**config.mk**
```make
export PLATFORM = sky130hd
export DESIGN_NAME = dat_regs
export DESIGN_NICKNAME = d
export VERILOG_FILES = /design/src/dat_pkg.sv /design/src/dat_power_handshake.sv /design/src/dat_regs.sv
export SDC_FILE = /design/constraint.sdc
export NUM_CORES = 1
export LEC_CHECK = 0
export BUFFER_PORTS_ARGS = -buffer_cell sky130_fd_sc_hd__buf_4
export CORE_UTILIZATION = 35
export CTS_BUF_LIST = sky130_fd_sc_hd__clkbuf_16
export DETAILED_ROUTE_END_ITERATION = 10
export GPL_TIMING_DRIVEN = 0
export SYNTH_ARGS = -nofsm -noshare
export SYNTH_HDL_FRONTEND = slang
export SYNTH_SLANG_ARGS = --single-unit
```
**constraint.sdc**
```tcl
create_clock -name mclk -period 2.7 [get_ports mclk]
set_clock_uncertainty 0.05 [all_clocks]
set_input_delay 0.27 -clock mclk [delete_from_list [all_inputs] [get_ports mclk]]
set_output_delay 0.27 -clock mclk [all_outputs]
set_load 0.03 [all_outputs]
```
**src/dat_pkg.sv**
```systemverilog
// ----------------------------------------
// register map and field layout
// ----------------------------------------
package dat_pkg;

  localparam int unsigned ADDR_W = 6;
  localparam int unsigned DATA_W = 32;
  localparam int unsigned SEL_W = 8;

  // register byte offsets (no offsets printed; chosen locally)
  localparam logic [5:0] OFS_DBG_AUTH = 6'h00;
  localparam logic [5:0] OFS_TRIG_U0 = 6'h04;
  localparam logic [5:0] OFS_TRIG_U1 = 6'h08;
  localparam logic [5:0] OFS_TRIG_GRP = 6'h0C;
  localparam logic [5:0] OFS_WDOG_MGMT = 6'h10;
  localparam logic [5:0] OFS_WDOG_SYS = 6'h14;
  localparam logic [5:0] OFS_DBG_EXP = 6'h18;
  localparam logic [5:0] OFS_SER_PWR = 6'h1C;
  localparam logic [5:0] OFS_COH_PWR = 6'h20;

  // field positions
  localparam int unsigned POS_SNID = 2;
  localparam int unsigned POS_SID = 1;
  localparam int unsigned POS_GEXT = 0;
  localparam int unsigned POS_REQ = 0;
  localparam int unsigned POS_ACK = 1;
  localparam int unsigned LSB_NID_SEL = 0;
  localparam int unsigned LSB_DBG_SEL = 8;
  localparam int unsigned LSB_U2_NID_SEL = 16;
  localparam int unsigned LSB_U2_DBG_SEL = 24;

  // reset values
  localparam logic [2:0] RST_DBG_AUTH = 3'h7;
  localparam logic [7:0] RST_SEL = 8'h00;
  localparam logic RST_REQ = 1'b0;

  // one cross-trigger unit's pair of selects
  typedef struct packed {
    logic [7:0] debug_enable_trigger_select;
    logic [7:0] noninvasive_trigger_select;
  } dat_trig_sel_type;

  // debug authentication enables
  typedef struct packed {
    logic secure_noninvasive_debug_en;
    logic secure_invasive_debug_en;
    logic global_external_debug_en;
  } dat_auth_type;

  // register access request
  typedef struct packed {
    logic rd;
    logic wr;
    logic [5:0] addr;
    logic [31:0] wdata;
  } dat_req_type;

endpackage : dat_pkg

```
**src/dat_power_handshake.sv**
```systemverilog
`timescale 1ns/100ps
`default_nettype none

// ----------------------------------------
// one link power request/acknowledge pair
// ----------------------------------------
module dat_power_handshake
(
  // clock and reset
  input wire logic mclk,
  input wire logic sys_rst,
  // software side
  input wire logic wr_en,
  input wire logic wr_req,
  output logic [31:0] rd_val,
  // link side
  output logic power_up_request,
  input wire logic power_up_acknowledge
);

  logic req_r;
  logic req_nxt;
  logic ack_r;

  // request holds until software rewrites it
  assign req_nxt = wr_en ? wr_req : req_r;

  always_ff @(posedge mclk)
  begin
    if (sys_rst)
    begin
      req_r <= dat_pkg::RST_REQ;
      ack_r <= 1'b0;
    end
    else
    begin
      req_r <= req_nxt;
      ack_r <= power_up_acknowledge;
    end
  end

  assign power_up_request = req_r;

  // ack bit is status only; reserved bits zero
  always_comb
  begin
    rd_val = '0;
    rd_val[dat_pkg::POS_REQ] = req_r;
    rd_val[dat_pkg::POS_ACK] = ack_r;
  end

endmodule : dat_power_handshake

`default_nettype wire

```
**src/dat_regs.sv**
```systemverilog
// What this block does
// [RULE_01] bit 2 of debug authentication drives secure non-invasive enable, reset 1.
// [RULE_02] bit 1 of debug authentication drives secure invasive enable, reset 1.
// [RULE_03] bit 0 drives global external debug enable, reset 1; bits 31:3 reserved.
// [RULE_04] bits 15:8 of each general trigger mask drive debug-enable select, reset 0.
// [RULE_05] bits 7:0 of each general trigger mask drive non-invasive select, reset 0.
// [RULE_06] watchdog trigger masks hold only the 15:8 debug-enable select.
// [RULE_07] debug expansion mask drives two units with four bytes, all reset 0.
// [RULE_08] serial link power bit 0 is a request written by software, reset 0.
// [RULE_09] serial link power bit 1 shows the link acknowledge, reset 0.
// [RULE_10] serial link acknowledge bit is read-only, writes to it ignored.
// [RULE_11] coherent link power bit 0 is a request written by software, reset 0.
// [RULE_12] coherent link power bit 1 shows its acknowledge read-only, reset 0.
// [RULE_13] authentication and trigger masks accept access at any time.
// [RULE_14] reserved bits read zero and ignore writes.
// [RULE_15] power controllers acknowledge only after a request; request holds.
`timescale 1ns/100ps
`default_nettype none

module dat_regs
#(
  parameter int unsigned NUM_GEN = 3
)
(
  // clock and reset
  input wire logic mclk,
  input wire logic sys_rst,
  // register access
  input wire dat_pkg::dat_req_type reg_req,
  output logic [31:0] reg_rdata,
  output logic reg_ack,
  // debug authentication
  output dat_pkg::dat_auth_type auth_en,
  // general cross-trigger units 0, 1 and group
  output dat_pkg::dat_trig_sel_type [NUM_GEN-1:0] gen_trig_sel,
  // watchdog cross-trigger units
  output logic [7:0] mgmt_wdog_debug_enable_select,
  output logic [7:0] sys_wdog_debug_enable_select,
  // debug expansion units
  output logic [7:0] unit_one_debug_enable_select,
  output logic [7:0] unit_one_noninvasive_select,
  output logic [7:0] unit_two_debug_enable_select,
  output logic [7:0] unit_two_noninvasive_select,
  // link power handshakes
  output logic serial_power_up_request,
  input wire logic serial_power_up_acknowledge,
  output logic coherent_power_up_request,
  input wire logic coherent_power_up_acknowledge
);

  // ----------------------------------------
  // decode
  // ----------------------------------------
  function automatic logic hit(input logic [5:0] a, input logic [5:0] ofs);
    hit = (a == ofs);
  endfunction : hit

  function automatic logic [7:0] byte_at(input logic [31:0] d,
                                         input int unsigned lsb);
    byte_at = d[lsb +: 8];
  endfunction : byte_at

  wire logic wr = reg_req.wr;
  wire logic [5:0] a = reg_req.addr;
  wire logic [31:0] wd = reg_req.wdata;

  wire logic wr_auth = wr && hit(a, dat_pkg::OFS_DBG_AUTH);
  wire logic wr_u0 = wr && hit(a, dat_pkg::OFS_TRIG_U0);
  wire logic wr_u1 = wr && hit(a, dat_pkg::OFS_TRIG_U1);
  wire logic wr_grp = wr && hit(a, dat_pkg::OFS_TRIG_GRP);
  wire logic wr_wm = wr && hit(a, dat_pkg::OFS_WDOG_MGMT);
  wire logic wr_ws = wr && hit(a, dat_pkg::OFS_WDOG_SYS);
  wire logic wr_exp = wr && hit(a, dat_pkg::OFS_DBG_EXP);
  wire logic wr_ser = wr && hit(a, dat_pkg::OFS_SER_PWR);
  wire logic wr_coh = wr && hit(a, dat_pkg::OFS_COH_PWR);

  // ----------------------------------------
  // storage
  // ----------------------------------------
  dat_pkg::dat_auth_type auth_r;
  dat_pkg::dat_trig_sel_type gen_r [NUM_GEN];
  logic [7:0] wm_r;
  logic [7:0] ws_r;
  dat_pkg::dat_trig_sel_type exp1_r;
  dat_pkg::dat_trig_sel_type exp2_r;
  logic [NUM_GEN-1:0] wr_gen;

  assign wr_gen[0] = wr_u0;
  assign wr_gen[1] = wr_u1;
  assign wr_gen[2] = wr_grp;

  // no access restrictions: writes land whenever decoded; see [RULE_13]
  always_ff @(posedge mclk)
  begin
    if (sys_rst)
      auth_r <= dat_pkg::RST_DBG_AUTH; // see [RULE_01]
    else if (wr_auth)
    begin
      auth_r.secure_noninvasive_debug_en <= wd[dat_pkg::POS_SNID]; // see [RULE_01]
      auth_r.secure_invasive_debug_en <= wd[dat_pkg::POS_SID]; // see [RULE_02]
      auth_r.global_external_debug_en <= wd[dat_pkg::POS_GEXT]; // see [RULE_03]
    end
  end

  for (genvar g = 0; g < NUM_GEN; g++)
  begin : g_gen
    always_ff @(posedge mclk)
    begin
      if (sys_rst)
      begin
        gen_r[g].debug_enable_trigger_select <= dat_pkg::RST_SEL; // see [RULE_04]
        gen_r[g].noninvasive_trigger_select <= dat_pkg::RST_SEL; // see [RULE_05]
      end
      else if (wr_gen[g])
      begin
        gen_r[g].debug_enable_trigger_select <=
          byte_at(wd, dat_pkg::LSB_DBG_SEL); // see [RULE_04]
        gen_r[g].noninvasive_trigger_select <=
          byte_at(wd, dat_pkg::LSB_NID_SEL); // see [RULE_05]
      end
    end
    assign gen_trig_sel[g] = gen_r[g];
  end

  // watchdog units only have the upper select byte
  always_ff @(posedge mclk)
  begin
    if (sys_rst)
    begin
      wm_r <= dat_pkg::RST_SEL; // see [RULE_06]
      ws_r <= dat_pkg::RST_SEL;
    end
    else
    begin
      if (wr_wm)
        wm_r <= byte_at(wd, dat_pkg::LSB_DBG_SEL); // see [RULE_06]
      if (wr_ws)
        ws_r <= byte_at(wd, dat_pkg::LSB_DBG_SEL); // see [RULE_06]
    end
  end

  always_ff @(posedge mclk)
  begin
    if (sys_rst)
    begin
      exp1_r <= '0; // see [RULE_07]
      exp2_r <= '0;
    end
    else if (wr_exp)
    begin
      exp2_r.debug_enable_trigger_select <=
        byte_at(wd, dat_pkg::LSB_U2_DBG_SEL); // see [RULE_07]
      exp2_r.noninvasive_trigger_select <= byte_at(wd, dat_pkg::LSB_U2_NID_SEL);
      exp1_r.debug_enable_trigger_select <= byte_at(wd, dat_pkg::LSB_DBG_SEL);
      exp1_r.noninvasive_trigger_select <= byte_at(wd, dat_pkg::LSB_NID_SEL);
    end
  end

  assign auth_en = auth_r;
  assign mgmt_wdog_debug_enable_select = wm_r;
  assign sys_wdog_debug_enable_select = ws_r;
  assign unit_one_debug_enable_select = exp1_r.debug_enable_trigger_select;
  assign unit_one_noninvasive_select = exp1_r.noninvasive_trigger_select;
  assign unit_two_debug_enable_select = exp2_r.debug_enable_trigger_select;
  assign unit_two_noninvasive_select = exp2_r.noninvasive_trigger_select;

  // ----------------------------------------
  // link power
  // ----------------------------------------
  logic [31:0] ser_rd;
  logic [31:0] coh_rd;

  // request driven as written; ack only sampled; see [RULE_08]
  dat_power_handshake u_ser_pwr
  (
    .mclk(mclk),
    .sys_rst(sys_rst),
    .wr_en(wr_ser),
    .wr_req(wd[dat_pkg::POS_REQ]), // see [RULE_10]
    .rd_val(ser_rd), // see [RULE_09]
    .power_up_request(serial_power_up_request),
    .power_up_acknowledge(serial_power_up_acknowledge)
  );

  // same handshake for the coherent link; see [RULE_11]
  dat_power_handshake u_coh_pwr
  (
    .mclk(mclk),
    .sys_rst(sys_rst),
    .wr_en(wr_coh),
    .wr_req(wd[dat_pkg::POS_REQ]),
    .rd_val(coh_rd), // see [RULE_12]
    .power_up_request(coherent_power_up_request),
    .power_up_acknowledge(coherent_power_up_acknowledge)
  );

  // ----------------------------------------
  // read back
  // ----------------------------------------
  // reserved and unmapped bits read zero; see [RULE_14]
  logic [31:0] rd_nxt;
  logic [31:0] rdata_r;
  logic ack_r;

  always_comb
  begin
    rd_nxt = '0;
    unique case (a)
      dat_pkg::OFS_DBG_AUTH: rd_nxt[2:0] = auth_r;
      dat_pkg::OFS_TRIG_U0: rd_nxt[15:0] = gen_r[0];
      dat_pkg::OFS_TRIG_U1: rd_nxt[15:0] = gen_r[1];
      dat_pkg::OFS_TRIG_GRP: rd_nxt[15:0] = gen_r[2];
      dat_pkg::OFS_WDOG_MGMT: rd_nxt[15:8] = wm_r;
      dat_pkg::OFS_WDOG_SYS: rd_nxt[15:8] = ws_r;
      dat_pkg::OFS_DBG_EXP: rd_nxt = {exp2_r, exp1_r};
      dat_pkg::OFS_SER_PWR: rd_nxt = ser_rd;
      dat_pkg::OFS_COH_PWR: rd_nxt = coh_rd;
      default: rd_nxt = '0;
    endcase
  end

  // one-cycle registered answer to read or write
  always_ff @(posedge mclk)
  begin
    if (sys_rst)
    begin
      rdata_r <= '0;
      ack_r <= 1'b0;
    end
    else
    begin
      rdata_r <= reg_req.rd ? rd_nxt : '0;
      ack_r <= reg_req.rd | reg_req.wr;
    end
  end

  assign reg_rdata = rdata_r;
  assign reg_ack = ack_r;

endmodule : dat_regs

`default_nettype wire

```
==> qor.txt, run 1 <==
H-Tree Level Count: 4
Die H: 127 um
placed cell count: 866
P_sw: 1.07 mW
Final Non-Filler Cells: 896
Final Cycle Share: 66.8%
Synthesized Nets: 544
HP Class: in -> reg
Pins Over Slew Limit: 0
Max-Cap Viols: 0
most frequent cell after synthesis: dfxtp_1
DRT Pass-1 Iters: 5
post-synth cell types: 41
layout overhead on the synthesized area: 38.6%
switch share: 23.4%
drt initial violations: 333
mapped cell area: 5440 sq um
Pwr Density: 605 nW/um^2
num rows: 45
Worst Max-Slew Pin Slew: 820 ps
Post-synth ARST share: 0%
status: finished clean
Reg clk slew, reported paths: 50 ps
CTS root buffer: clkbuf_16
Post-synth EDFFs: 48
vias in the first global route: 4327
leading area contributor after synthesis: dfxtp_1
TNS Setup: 0 ps
nets: 741
routability cong.: 0.897
Worst-Skew Late Latency: 410 ps
initial antenna violation count: 0
part of the power in registers: 48.1%
Fin Hold WS: 21.0 ps
syn avg cell area: 10.9 sq um
grt total ovfl: 0
first-pass GRT wire length: 24800 um
CTS Sinks: 136
routed vias: 4449
crit path time final: 1800 ps
Die W: 127 um
postcts setup bufs: 0
top cells by count, synth: dfxtp_1 (88), nand2_1 (79), and2_1 (64)
Total GRT Usage: 21.2%
overall power: 4.57 mW
Final ANT Viol Nets: 0
I/O pin count: 178
core area: 15200 sq um
post-synthesis cell count: 500
CP max FO: 10
Initial Util: 35.8%
Wirelength per Cell: 18.5 um
reg2reg start: gen_r[0][1]$_SDFFCE_PN0P_
post-CTS sizing: 0
Hold Vio Cnt, Final: 0
ys flop type: dfxtp_1
Combinational Power Share: 8.7%
reg2reg end: reg_rdata[1]$_SDFF_PP0_
static leakage: 3.26 nW
CTS tree: built
maximum clock frequency: 554 MHz
pin count of the biggest net entering global routing: 17
Worst R2R Path Depth: 4
Worst Path Arrival: 1870 ps
Int Power: 3.50 mW
R2R Setup Slk: 1350 ps
# DRC: 0
hold buffer count at CTS: 0
synthesized flop and latch total: 136
Max clock buf depth: 2
Critical Path RT: 2770 ps
CP Capture Type: register
Slew Limit Headroom: 44.9%
Hold Crit Depth: 2
VDD IR max: 0.413 mV
synth top area cells: dfxtp_1 (32%), edfxtp_1 (26%), and2_1 (7.4%), mux2i_1 (7.4%), nand2_1 (5.4%)
hold endpoint: u_coh_pwr.ack_r$_SDFF_PP0_
unrepaired setup endpoints after global routing: false
WS Path Type: in -> reg
Ys Warns: 0
DRT Wirelength: 16600 um
IO buf count: 175
final setup vio count: 0
Via-to-Cell Ratio: 4.97
FILL cells: 1447
area share of the largest cell type after synthesis: 32.4%
Seq/Total Area, Yosys: 58.8%
HPWL Detailed: 12100 um
layout cells sized above 1: 34.3%
TritonCTS Buffers: 17
clock share of power: 43.2%
hold_sp: coherent_power_up_acknowledge
# diodes: 0
startpoint types: input pin
die area: 16100 sq um
==> power groups by stage <==
stage / combinational (mW) / clock, mW / sequential, mW
5_1_grt: 0.423 / 2.10 / 2.20
3_3_place_gp: 0.390 / 0 / 2.24
6_report: 0.400 / 1.97 / 2.19
3_5_place_dp: 0.400 / 0 / 2.24
4_1_cts: 0.402 / 2.02 / 2.19
2_1_floorplan: 0.112 / 0 / 2.32
==> cell usage in the layout, fill, tap and decap left out, drive strengths merged, types with 3 or more instances in the layout <==
cell type,instances
a22oi,5
buf,198
and2b,3
mux2i,40
dfxtp,88
edfxtp,48
nor2b,3
inv,6
clkbuf,29
a22o,5
o22a,8
clkinv,6
o21bai,3
nand2b,8
nor2,29
a21oi,46
nand2,79
nand3,8
mux2,10
and2,64
==> state kept, by name (all words and copies together) (netlist names) <==
| register | count |
|---|---|
| unit_two_noninvasive_select | 8 |
| unit_one_noninvasive_select | 8 |
| u_ser_pwr.power_up_request | 1 |
| unit_one_debug_enable_select | 8 |
| u_coh_pwr.ack_r | 1 |
| u_ser_pwr.ack_r | 1 |
| auth_en | 3 |
| reg_rdata | 32 |
| sys_wdog_debug_enable_select | 8 |
| mgmt_wdog_debug_enable_select | 8 |
| gen_r | 48 |
| unit_two_debug_enable_select | 8 |
| reg_ack | 1 |
| u_coh_pwr.power_up_request | 1 |
==> per-stage QoR <==
stage	util, %	instance area [sq um]	worst slack, ps
floorplan	-	5440	435
detailed placement	46.3	7050	479
global placement	46.0	6990	-439
finish	49.6	7540	896
global route	49.6	7540	861
CTS	49.6	7540	913
==> final cells by class <==
type	instances	area, sq um	area share (%)
flip-flops and latches	136	3200	42.5
well taps	188	235	3.12
multi-input cells	333	2100	27.8
clock buffers	18	450	5.97
clock inverters	12	48.8	0.647
plain buffers	31	155	2.06
repair buffers	178	1360	18.0
==> worst max path at each step <==
stage | start | end | cells after the start
final | reg_req[34] | gen_r[0][9]$_SDFFCE_PN0P_ | 5
after detailed placement | reg_req[34] | gen_r[0][9]$_SDFFCE_PN0P_ | 5
after global placement | reg_req[34] | gen_r[0][10]$_SDFFCE_PN0P_ | 4
after global routing | reg_req[34] | gen_r[0][15]$_SDFFCE_PN0P_ | 5
after floorplan | reg_req[35] | gen_r[0][0]$_SDFFCE_PN0P_ | 3
after CTS | reg_req[34] | gen_r[0][15]$_SDFFCE_PN0P_ | 5
==> layer usage <==
metal	global-route usage, %	up-vias	part of all wire, %
li1	-	2123	-
met1	26.3	2121	43
met2	34.9	185	48
met3	6.58	20	7.6
met4	7.84	0	1.5
met5	0	-	0
==> logic make-up (layout without fill, tap and decap cells) <==
| group | after synthesis | after routing | synth area share [%] |
|---|---|---|---|
| AOI/OAI and AO/OA | 75 | 75 | 8.62 |
| DFF | 136 | 136 | 58.8 |
| buffers and inverters | 31 | 239 | 2.85 |
| muxes | 51 | 51 | 9.84 |
| and+or+nand+nor | 207 | 207 | 19.9 |
==> worst max-delay path: stages <==
cell and delay, ps:
buf_4 100, buf_2 220, or4b_4 550, o21bai_2 500, buf_8 230
Note: power is estimated with default switching activity, not from simulation.
==> run 2, diff against run 1 <==
Clock period 2.7 ns to 1.66 ns, I/O delays scaled along.
==> run 2 against run 1 <==
Register-to-register slack worse by 1000 ps. Sequential cell count is the same. Core utilization up 3.1 points. Sequential power up 63%. First-iteration DRC count decreased by 38%. Non-clock buffer count rose by 33. Critical path depth is 1 lower. Die area stayed put. Final cell count rose by 3.9%.
==> qor.txt, run 2 (synthesis gave the netlist of run 1 again) <==
CTS Sinks: 136 (unchanged)
I/O pin count: 178 (unchanged)
routability cong.: 0.790 (-12%)
IO buf count: 175 (unchanged)
TritonCTS Buffers: 17 (unchanged)
Pwr Density: 1010 nW/um^2 (+66%)
hold_sp: reg_req[38]
Initial Util: 35.8% (unchanged)
postcts setup bufs: 0 (unchanged)
Worst R2R Path Depth: 4 (unchanged)
DRT Pass-1 Iters: 4 (-1)
CP max FO: 16 (+6)
met3 usage: 7.00% (+0.42 points)
Wirelength per Cell: 18.4 um (-0.48%)
core area: 15200 sq um (unchanged)
CTS tree: built
final setup vio count: 0 (unchanged)
Setup Slack @ Placement: -676 ps (-1160 ps)
static leakage: 3.44 nW (+5.5%)
# DRC: 0 (unchanged)
Int Power: 6.16 mW (+76%)
initial antenna violation count: 1 (+1)
Placement Cell Area: 7000 sq um (-0.59%)
Global Route met2 Usage: 36.9% (+1.9 points)
drt initial violations: 205 (-38%)
layout cells sized above 1: 33.9% (-0.41 points)
CP Capture Type: register
Total GRT Usage: 21.9% (+0.61 points)
met1 GRT Util: 26.1% (-0.12 points)
first-pass GRT wire length: 25800 um (+3.7%)
reg2reg end: reg_rdata[1]$_SDFF_PP0_
Die W: 127 um (unchanged)
P_sw: 1.89 mW (+77%)
Combinational Power Share: 8.9% (+0.2 points)
startpoint types: input pin
DRT Wirelength: 17100 um (+3.4%)
Critical Path RT: 1660 ps (-1110 ps)
# diodes: 0 (unchanged)
part of the power in registers: 44.3% (-3.8 points)
HP Class: in -> reg
Worst Path Arrival: 1590 ps (-280 ps)
setup ws final: 78.3 ps (-818 ps)
Max clock buf depth: 2 (unchanged)
CTS root buffer: clkbuf_16
Max-Cap Viols: 0 (unchanged)
Worst Max-Slew Pin Slew: 715 ps (-105 ps)
pin count of the biggest net entering global routing: 17 (unchanged)
Hold Crit Depth: 3 (+1)
Worst-Skew Late Latency: 420 ps (about the same)
final instance area: 8010 sq um (+6.2%)
max FFs per register: 48 (unchanged)
status: finished clean
R2R Setup Slk: 350 ps (-1000 ps)
reg2reg start: gen_r[1][1]$_SDFFCE_PN0P_
Die H: 127 um (unchanged)
crit path time final: 1580 ps
grt total ovfl: 0 (unchanged)
routed vias: 4579 (+2.9%)
commonest non-fill, non-tap cell in the layout: buf_4
commonest non-fill, non-tap cells in the layout: buf_4 (177), dfxtp_1 (88), nand2_1 (79), and2_1 (64), edfxtp_1 (48)
Final Cycle Share: 95.3%
vias in the first global route: 4580 (+5.8%)
Slew Limit Headroom: 51.9% (+7.1 points)
die area: 16100 sq um (unchanged)
H-Tree Level Count: 4 (unchanged)
VDD IR max: 0.716 mV (+74%)
clock share of power: 46.8% (+3.6 points)
Final Non-Filler Cells: 931 (+3.9%)
WS Path Type: in -> reg
busiest grt layer: met2
Final ANT Viol Nets: 0 (unchanged)
Most flops, register: gen_r
Hold Vio Cnt, Final: 0 (unchanged)
Via-to-Cell Ratio: 4.92 (-0.95%)
maximum clock frequency: 632 MHz
hold endpoint: u_coh_pwr.power_up_request$_SDFFE_PP0P_
num rows: 45 (unchanged)
layout overhead on the synthesized area: 47.1%
Reg clk slew, reported paths: 60 ps (about the same)
switch share: 23.5% (+0.11 points)
unrepaired setup endpoints after global routing: true
Pins Over Slew Limit: 0 (unchanged)
TNS Setup: 0 ps (unchanged)
FILL cells: 1390 (-3.9%)
nets: 774 (+4.5%)
HPWL Detailed: 12000 um (-0.46%)
placed cell count: 863 (-0.35%)
run 2: cell types whose count changed in the layout (fill, tap and decap cells not counted), moves of 2 or more:
cell / delta
buf_8: -2
nor2_4: +2
o21bai_2: -3
clkbuf_16: +4
inv_1: -5
nor2_2: -2
dlygate4sd3_1: +36
o21bai_4: +3
clkinv_2: +3
clkinv_1: -3
run 2: how the worst max path moves through the flow:
stage,startpoint,endpoint,slack [ps],cells past startpoint
after floorplan,reg_req[35],gen_r[0][0]$_SDFFCE_PN0P_,-160,3
after global placement,reg_req[34],gen_r[0][11]$_SDFFCE_PN0P_,-650,4
after detailed placement,reg_req[34],gen_r[0][9]$_SDFFCE_PN0P_,-680,4
after CTS,reg_req[39],reg_rdata[6]$_SDFF_PP0_,10,7
after global routing,reg_req[37],gen_r[1][8]$_SDFFCE_PN0P_,-2,7
final,reg_req[34],gen_r[0][14]$_SDFFCE_PN0P_,80,4
run 2: per-layer routing:
metal,part of all wire [%],up-vias
met4,1.8,0
li1,-,2192
met1,42,2185
met3,7.1,23
met2,49,179
met5,0,-
run 2: power groups by stage:
stage	Sequential [mW]	Clock [mW]	Combinational (mW)
floorplan	3.78	0	0.185
global route	3.58	3.99	0.754
detailed placement	3.64	0	0.639
CTS	3.57	3.84	0.714
finish	3.57	3.77	0.715
global placement	3.64	0	0.633
run 2: area by class of cell:
class / instances / area [sq um] / area share, %
plain buffers: 31 / 156 / 1.95
multi-input cells: 333 / 2130 / 26.7
clock buffers: 22 / 551 / 6.87
flip-flops and latches: 136 / 3200 / 40.0
clock inverters: 10 / 55.1 / 0.687
well taps: 188 / 235 / 2.94
repair buffers: 211 / 1670 / 20.9
run 2: metrics by stage:
| step | total power, mW | hold slack, ps | util [%] |
|---|---|---|---|
| 2_1_floorplan | 3.96 | 232 | - |
| 3_3_place_gp | 4.27 | 338 | 46.1 |
| 3_5_place_dp | 4.28 | 341 | 46.1 |
| 4_1_cts | 8.12 | 0.953 | 52.6 |
| 5_1_grt | 8.32 | 25.8 | 52.7 |
| 6_report | 8.05 | 24.2 | 52.7 |
run 2: critical path, cell delays in order:
cell	delay (ps)
buf_4	100
buf_2	220
or4b_4	550
o21bai_4	550
run 2: what timing repair did:
| action | 4_1_cts | 5_1_grt |
|---|---|---|
| pin swaps | 0 | 0 |
| endpoints found under the hold margin | 71 | 0 |
| hold buffers | 36 | 0 |
| cloned | 0 | 0 |
| gates resized for setup | 3 | 5 |
| setup endpoints to repair | 48 | 16 |
